===== src/cmp_pkg.sv =====
// package: register map, field layout and reset values of the comparator block
package cmp_pkg;
	// ========================================
	// register offsets (byte addresses)
	localparam logic [11:0] CTRL_OFFSET      = 12'h000;
	localparam logic [11:0] IRQ_CTRL_OFFSET  = 12'h004;
	localparam logic [11:0] PORT_OFFSET      = 12'h008;
	localparam logic [11:0] IRQ_STAT_OFFSET  = 12'h00C;
	localparam logic [11:0] IRQ_MASK_OFFSET  = 12'h010;
	// ========================================
	// comparator_control field positions
	localparam int BIT_PIN_FUNC   = 7;
	localparam int BIT_CMP_ON     = 6;
	localparam int BIT_INVERT     = 5;
	localparam int BIT_RESULT     = 4;
	localparam int BIT_ROUTE      = 3;
	localparam int BIT_EDGE_HI    = 2;
	localparam int BIT_EDGE_LO    = 1;
	localparam int BIT_HYST       = 0;
	localparam logic [7:0] CTRL_RESET = 8'h81;
	// ========================================
	// interrupt control field positions
	localparam int BIT_IRQ_FLAG   = 4;
	localparam int BIT_IRQ_EN     = 0;
	localparam int BIT_GLOBAL_EN  = 7;
	// ========================================
	// event status bits: 0 compare change, 1 wake request
	localparam int EV_CHANGE      = 0;
	localparam int EV_WAKE        = 1;
	localparam int EV_COUNT       = 2;
	// ========================================
	// edge selection encodings
	typedef enum logic [1:0] {
		EDGE_RISE = 2'b00,
		EDGE_FALL = 2'b01,
		EDGE_BOTH = 2'b10,
		EDGE_ANY  = 2'b11
	} edge_sel_type;
endpackage


===== src/cmp_sync.sv =====
// two flip-flop synchroniser for a single-bit level
`timescale 1ns/10ps
module cmp_sync (
	input  wire logic pclk,
	input  wire logic presetn,
	input  wire logic din,
	output logic      dout
);
	logic meta_reg;

	// ========================================
	// first stage feeds only the second stage
	always_ff @(posedge pclk or negedge presetn) begin
		if (!presetn) begin
			meta_reg <= 1'b0;
			dout     <= 1'b0;
		end else begin
			meta_reg <= din;
			dout     <= meta_reg;
		end
	end
endmodule


===== src/cmp_ctrl.sv =====
// comparator control, status, interrupt and wake logic with an apb slave
//
// The address map and the APB slave port were chosen for this implementation.
`timescale 1ns/10ps
module cmp_ctrl (
	input  wire logic        pclk,
	input  wire logic        presetn,
	input  wire logic        psel,
	input  wire logic        penable,
	input  wire logic        pwrite,
	input  wire logic [11:0] paddr,
	input  wire logic [31:0] pwdata,
	output logic      [31:0] prdata,
	output logic             pready,
	output logic             pslverr,
	input  wire logic        cmp_raw,
	input  wire logic        low_power,
	input  wire logic [1:0]  port_control,
	input  wire logic [1:0]  port_data,
	output logic             analog_enable,
	output logic             hysteresis_enable,
	output logic             input_pins_analog,
	output logic             pull_high_cut,
	output logic             output_pin,
	output logic             output_pin_oe,
	output logic             irq_vector_req,
	output logic             wake,
	output logic             irq
);
	import cmp_pkg::*;

	logic [7:0]          ctrl_reg;
	logic                flag_reg;
	logic                en_reg;
	logic                global_reg;
	logic [EV_COUNT-1:0] stat_reg;
	logic [EV_COUNT-1:0] mask_reg;
	logic                result_reg;
	logic                cmp_sync_out;
	logic                result_next;
	logic                rise;
	logic                fall;
	logic                change_ev;
	logic                wr_en;
	logic                rd_en;
	logic                wr_ctrl;
	logic                wr_irq_ctrl;
	logic                wr_stat;
	logic                wr_mask;
	edge_sel_type        edge_mode;
	logic [EV_COUNT-1:0] ev_vec;
	logic [31:0]         rd_data;
	logic                addr_ok;

	// ========================================
	// synchronised comparator output
	cmp_sync u_sync (
		.pclk    (pclk),
		.presetn (presetn),
		.din     (cmp_raw),
		.dout    (cmp_sync_out)
	);

	// ========================================
	// elaboration checks: the layout must fit one bus word per register
	if (EV_COUNT < 1 || EV_COUNT > 32) begin : g_bad_events
		$error("event count does not fit one status register");
	end
	if (CTRL_OFFSET[1:0] != 2'b00 || IRQ_CTRL_OFFSET[1:0] != 2'b00 ||
		PORT_OFFSET[1:0] != 2'b00 || IRQ_STAT_OFFSET[1:0] != 2'b00 ||
		IRQ_MASK_OFFSET[1:0] != 2'b00) begin : g_bad_offsets
		$error("register offsets must be word aligned");
	end
	// the global enable shares a word with the flag and its enable
	if (BIT_GLOBAL_EN == BIT_IRQ_FLAG ||
		BIT_GLOBAL_EN == BIT_IRQ_EN) begin : g_bad_irq_fields
		$error("interrupt control fields overlap");
	end

	// edge type check; both 1x codes take either edge
	function automatic logic edge_hit(input edge_sel_type sel,
		input logic r, input logic f);
		edge_hit = 1'b0;
		unique case (sel)
			EDGE_RISE: edge_hit = r;
			EDGE_FALL: edge_hit = f;
			EDGE_BOTH: edge_hit = r | f;
			EDGE_ANY:  edge_hit = r | f;
		endcase
	endfunction

	// address match, shared by the decode and every write strobe
	function automatic logic reg_hit(input logic [11:0] addr,
		input logic [11:0] offset);
		reg_hit = (addr == offset);
	endfunction

	// ========================================
	// apb decode: one access cycle after each setup, no wait states
	assign wr_en = psel & penable & pwrite;
	// reads are fetched at setup so the data stands in the access cycle
	assign rd_en = psel & ~penable & ~pwrite;
	assign addr_ok = reg_hit(paddr, CTRL_OFFSET) ||
		reg_hit(paddr, IRQ_CTRL_OFFSET) || reg_hit(paddr, PORT_OFFSET) ||
		reg_hit(paddr, IRQ_STAT_OFFSET) || reg_hit(paddr, IRQ_MASK_OFFSET);
	// per-register write strobes; an unmapped write matches none
	assign wr_ctrl     = wr_en & reg_hit(paddr, CTRL_OFFSET);
	assign wr_irq_ctrl = wr_en & reg_hit(paddr, IRQ_CTRL_OFFSET);
	assign wr_stat     = wr_en & reg_hit(paddr, IRQ_STAT_OFFSET);
	assign wr_mask     = wr_en & reg_hit(paddr, IRQ_MASK_OFFSET);

	// result: inactive while off, else polarity applied to synced output
	assign result_next = ctrl_reg[BIT_CMP_ON] ?
		(cmp_sync_out ^ ctrl_reg[BIT_INVERT]) : 1'b0;
	// edges taken from the internal result bit, never the pin
	assign rise = result_next & ~result_reg;
	assign fall = ~result_next & result_reg;
	assign edge_mode = edge_sel_type'(ctrl_reg[BIT_EDGE_HI:BIT_EDGE_LO]);
	assign change_ev = edge_hit(edge_mode, rise, fall);
	assign ev_vec[EV_CHANGE] = change_ev;
	assign ev_vec[EV_WAKE]   = change_ev & ~flag_reg & low_power &
		ctrl_reg[BIT_CMP_ON];

	// ========================================
	// control register; result bit is read only
	always_ff @(posedge pclk or negedge presetn) begin
		if (!presetn) begin
			ctrl_reg <= CTRL_RESET;
		end else if (wr_ctrl) begin
			ctrl_reg <= {pwdata[7:5], 1'b0, pwdata[3:0]};
		end
	end

	// result register keeps running in sleep or idle
	always_ff @(posedge pclk or negedge presetn) begin
		if (!presetn) begin
			result_reg <= 1'b0;
		end else begin
			result_reg <= result_next;
		end
	end

	// ========================================
	// interrupt control: flag set wins over a software clear
	always_ff @(posedge pclk or negedge presetn) begin
		if (!presetn) begin
			flag_reg   <= 1'b0;
			en_reg     <= 1'b0;
			global_reg <= 1'b0;
		end else begin
			if (wr_irq_ctrl) begin
				flag_reg   <= pwdata[BIT_IRQ_FLAG] | change_ev;
				en_reg     <= pwdata[BIT_IRQ_EN];
				global_reg <= pwdata[BIT_GLOBAL_EN];
			end else if (change_ev) begin
				flag_reg <= 1'b1;
			end
		end
	end

	// ========================================
	// sticky event status, write one to clear, set wins
	generate
		for (genvar i = 0; i < EV_COUNT; i++) begin : g_stat
			always_ff @(posedge pclk or negedge presetn) begin
				if (!presetn) begin
					stat_reg[i] <= 1'b0;
				end else if (ev_vec[i]) begin
					stat_reg[i] <= 1'b1;
				end else if (wr_stat && pwdata[i]) begin
					stat_reg[i] <= 1'b0;
				end
			end
		end
	endgenerate

	// mask register
	always_ff @(posedge pclk or negedge presetn) begin
		if (!presetn) begin
			mask_reg <= '0;
		end else if (wr_mask) begin
			mask_reg <= pwdata[EV_COUNT-1:0];
		end
	end

	// ========================================
	// read mux; the port view follows the shared-pin rule
	always_comb begin
		rd_data = 32'h0000_0000;
		unique case (paddr)
			CTRL_OFFSET: begin
				rd_data[7:0] = ctrl_reg;
				rd_data[BIT_RESULT] = result_reg;
			end
			IRQ_CTRL_OFFSET: begin
				rd_data[BIT_IRQ_FLAG]  = flag_reg;
				rd_data[BIT_IRQ_EN]    = en_reg;
				rd_data[BIT_GLOBAL_EN] = global_reg;
			end
			PORT_OFFSET: begin
				if (ctrl_reg[BIT_CMP_ON] || ctrl_reg[BIT_PIN_FUNC]) begin
					rd_data[1:0] = port_data & ~port_control;
				end else begin
					rd_data[1:0] = port_data;
				end
			end
			IRQ_STAT_OFFSET: rd_data[EV_COUNT-1:0] = stat_reg;
			IRQ_MASK_OFFSET: rd_data[EV_COUNT-1:0] = mask_reg;
			default: rd_data = 32'h0000_0000;
		endcase
	end

	// ========================================
	// registered bus answer: ready stands for the access cycle only
	always_ff @(posedge pclk or negedge presetn) begin
		if (!presetn) begin
			pready <= 1'b0;
		end else begin
			pready <= psel & ~penable;
		end
	end

	// refusal travels with ready, so a bad address is never silent
	always_ff @(posedge pclk or negedge presetn) begin
		if (!presetn) begin
			pslverr <= 1'b0;
		end else begin
			pslverr <= psel & ~penable & ~addr_ok;
		end
	end

	// read data loaded at setup and held, so it stands with ready
	always_ff @(posedge pclk or negedge presetn) begin
		if (!presetn) begin
			prdata <= 32'h0000_0000;
		end else if (rd_en) begin
			prdata <= rd_data;
		end
	end

	// ========================================
	// analog power switch; off also forces the result low
	always_ff @(posedge pclk or negedge presetn) begin
		if (!presetn) begin
			analog_enable <= 1'b0;
		end else begin
			analog_enable <= ctrl_reg[BIT_CMP_ON];
		end
	end

	// hysteresis feedback switch for the front end
	always_ff @(posedge pclk or negedge presetn) begin
		if (!presetn) begin
			hysteresis_enable <= 1'b0;
		end else begin
			hysteresis_enable <= ctrl_reg[BIT_HYST];
		end
	end

	// shared pins handed to the comparator inputs
	always_ff @(posedge pclk or negedge presetn) begin
		if (!presetn) begin
			input_pins_analog <= 1'b0;
		end else begin
			input_pins_analog <= ctrl_reg[BIT_PIN_FUNC];
		end
	end

	// pull-highs dropped whenever the pins are analog or powered;
	// a pull-high on a live input would shift the trip point
	always_ff @(posedge pclk or negedge presetn) begin
		if (!presetn) begin
			pull_high_cut <= 1'b0;
		end else begin
			pull_high_cut <= ctrl_reg[BIT_PIN_FUNC] |
				ctrl_reg[BIT_CMP_ON];
		end
	end

	// pin level follows the internal result; the enable gates it
	always_ff @(posedge pclk or negedge presetn) begin
		if (!presetn) begin
			output_pin <= 1'b0;
		end else begin
			output_pin <= result_next;
		end
	end

	// the pin is driven only when routed out and the pins are analog
	always_ff @(posedge pclk or negedge presetn) begin
		if (!presetn) begin
			output_pin_oe <= 1'b0;
		end else begin
			output_pin_oe <= ~ctrl_reg[BIT_ROUTE] &
				ctrl_reg[BIT_PIN_FUNC];
		end
	end

	// ========================================
	// vector request needs flag, enable and the global enable
	always_ff @(posedge pclk or negedge presetn) begin
		if (!presetn) begin
			irq_vector_req <= 1'b0;
		end else begin
			irq_vector_req <= flag_reg & en_reg & global_reg;
		end
	end

	// wake is a one-cycle pulse; a preset flag suppresses it
	always_ff @(posedge pclk or negedge presetn) begin
		if (!presetn) begin
			wake <= 1'b0;
		end else begin
			wake <= ev_vec[EV_WAKE];
		end
	end

	// combined level interrupt from unmasked sticky events
	always_ff @(posedge pclk or negedge presetn) begin
		if (!presetn) begin
			irq <= 1'b0;
		end else begin
			irq <= |(stat_reg & mask_reg);
		end
	end
endmodule


===== config.mk =====
export PLATFORM = sky130hd
export DESIGN_NAME = cmp_ctrl
export DESIGN_NICKNAME = d
export VERILOG_FILES = /design/src/cmp_pkg.sv /design/src/cmp_sync.sv /design/src/cmp_ctrl.sv
export SDC_FILE = /design/constraint.sdc
export NUM_CORES = 1
export LEC_CHECK = 0
export ABC_AREA = 1
export BUFFER_PORTS_ARGS = -buffer_cell sky130_fd_sc_hd__buf_2
export CORE_ASPECT_RATIO = 0.7
export CORE_MARGIN = 4
export CORE_UTILIZATION = 33
export DETAILED_ROUTE_END_ITERATION = 10
export GPL_ROUTABILITY_DRIVEN = 1
export SLEW_MARGIN = 0
export SYNTH_ARGS = -nofsm -noshare
export SYNTH_HDL_FRONTEND = slang
export SYNTH_SLANG_ARGS = --single-unit

===== constraint.sdc =====
create_clock -name pclk -period 3 [get_ports pclk]
set_clock_uncertainty 0.1 [all_clocks]
set_input_delay 0.15 -clock pclk [delete_from_list [all_inputs] [get_ports pclk]]
set_output_delay 0.15 -clock pclk [all_outputs]
set_load 0.03 [all_outputs]

==> results.yml <==
power:
  powerDensity_mw_per_mm2: 435
  finalPower_mw: 0.989
  p_leak_nw: 1.26
  ir_drop_mv: 0.148
worst_setup_path:
  cp_data_required_time_ns: 3.07
  worstPathCellList: "inv_1 > nor3_1 > inv_1 > ha_1 > nand3_1 > o21ai_0 > a21oi_1 > nor2_1 > nand3_1 > nand2_1"
  endpoint_kind: "register"
  crit_fanout: 4
  max_stage_delay_ns: 0.44
  cp-start-kind: "register"
  path_delay_family: "simple AND/OR/NAND/NOR gates"
  worst_ep_arrival_time_ns: 2.17
  critical_path.slowest_cell: "dfrtp_1"
  crit_type: "register to register"
  crit_buf_inv: 2
final_layout:
  multiInputGateArea_sq_um: 798
  stdcell_count: 340
  stdcell_area_sq_mm: 0.00227
  largest_reg_flops: 8
  fillers: 582
  layout.cells.most_common_list: "buf_2, dfrtp_1, nand2_1, conb_1, inv_1"
  layout_commonest_cell: "buf_2"
  area_growth_pct: 19.9
  drive_gt1_share_pct: 34.7
  final_nets: 325
  antennaDiodeCount: 0
  seq_area_sq_um: 878
hold_path:
  hold_class: "input port to register"
die:
  die_h_microns: 71.4
  die_area_sq_mm: 0.00704
  pin_count: 98
  coreArea_sq_mm: 0.00540
  core.rowCount: 22
  start_util_pct: 35.1
  die_x_microns: 98.6
job:
  drv_cap: 0
placed_design:
  gp_congestion: 0.749
  hpwl_microns: 3140
  dp_cells: 325
  placed_area_sq_mm: 0.00211
  portBuffers: 49
synth:
  synth_cells: 207
  syn-cell-area_sq_mm: 0.00190
  ys_top_cells_by_area: "dfrtp_1, buf_4, nand2_1"
  ys_types: 29
  ys_seq_area_share_pct: 46.3
  synth_seq_cells: 35
  synth_top_area_cell: "dfrtp_1"
  syn_area_per_cell_sq_um: 9.16
  yosysWarnings: 0
  synth.top_cell.area_share_pct: 43.6
detailed_routing:
  ant_nets: 0
  vias_per_cell: 4.17
  drtIter0Drc: 41
  wl_microns: 4060
  wl_per_cell_microns: 11.9
  drcViolationCount: 0
  drt-pass1-iter-count: 4
  num_vias: 1418
clocking:
  clockBufferDepth: 2
  hold_buffers: 8
  cts_tree: "yes"
  cts_num_sinks: 35
  clock-root-buffer: "clkbuf_8"
  path_clk_slew_ns: 0.07
  htree_levels: 2
  postCtsSetupBuffers: 0
  numCtsBuffers: 5
  ctsResizeCount: 0
  clkLatencyLatePin_ns: 0.29
timing:
  worst_pin_slew_ns: 0.795
  finalCritPeriodShare_pct: 69.7
  min_period_ns: 2.09
  rsz0062_at_grt: "false"
  setup_violations: 0
  setup_tns_ns: 0
  hold_viol: 0
  max_slew_margin_pct: 47.0
  max_freq_mhz: 478
  slew_violations: 0
grt:
  grt_pass1_vias: 1247
  track_usage_pct: 11.2
  grt_max_degree: 36
  antenna_found_initial: 0
  grt_pass1_wl_microns: 6230
  grt.overflow.total: 0
outcome:
  status: "complete, no violations"
-- worst paths after layout --
| check | startpoint | slack, ns | end | depth (start not counted) |
|---|---|---|---|---|
| hold reg to reg | u_sync.meta_reg | 0.25 | u_sync.dout | 0 |
| setup / recovery | ctrl_reg[6] | 0.91 | stat_reg[1] | 10 |
| min in group asynchronous | presetn | 0.38 | analog_enable | 2 |
| hold / removal | psel | 0.01 | pready | 3 |
| max in group asynchronous | presetn | 1.91 | prdata[5] | 2 |
| setup reg to reg | ctrl_reg[6] | 0.91 | stat_reg[1] | 10 |
-- final cells by class --
cell class,count,area share [%]
flip-flops and latches,35,38.6
repair buffers,57,14.3
well taps,72,3.96
inverters,25,4.13
multi-input cells,144,35.1
clock buffers,6,3.63
clock inverters,1,0.220
-- synth_stat cells --
cell type / instances
buf_12: 1
buf_6: 1
inv_2: 5
o21ai_1: 5
nand2_2: 8
inv_1: 20
nand2_4: 2
ha_1: 2
buf_4: 24
o21ai_2: 5
or2_2: 3
nor2_4: 2
nor3_1: 1
nand3_2: 2
nor2_1: 17
a21oi_1: 6
nor2_8: 3
nand3_1: 14
nor2_2: 5
o31ai_1: 6
nand4_1: 1
dfstp_2: 2
nand3b_1: 1
o21a_1: 4
nand2_1: 30
o21ai_0: 2
a22o_1: 1
conb_1: 1
dfrtp_1: 33
-- tightest hold or removal path, cell delays in order --
cell and delay [ns]:
buf_2 0.11, inv_2 0.05, nor2_2 0.05
-- metrics by stage --
step           hold slack, ns  util [%]  setup slack (ns)
6_report               0.0109      42.1             0.908
5_1_grt                0.0115      42.1             0.734
4_1_cts               0.00217      42.1             0.916
3_5_place_dp            0.161      39.0             0.954
3_3_place_gp            0.158      39.0             0.963
2_1_floorplan          -0.246         -              1.33
-- kinds of logic (layout without fill, tap and decap cells) --
group                    after synthesis  after routing  share of synthesized area [%]
other                                  1             24                          0.198
flip-flops                            35             35                           46.3
adder cells (fa/ha/maj)                2              2                           1.32
AO/OA/AOI/OAI                         29             29                           10.2
AND/OR/NAND/NOR                       89             89                           25.9
buffers and inverters                 51             89                           16.1
-- power by group --
part,leakage [nW],total (mW),internal [mW],switching [mW]
registers,0.415,0.486,0.482,0.00416
clock network,0.0470,0.350,0.180,0.170
logic,0.801,0.153,0.0440,0.109
-- layer usage --
layer	wire, microns	vias to the layer above	track usage (%)	share of wire, %
li1	-	727	-	-
met5	0	-	0	0
met4	31	0	3.64	0.76
met2	1690	52	14.7	42
met1	1990	637	16.9	49
met3	349	2	4.18	8.6
Power figures use the tool's default switching activity.
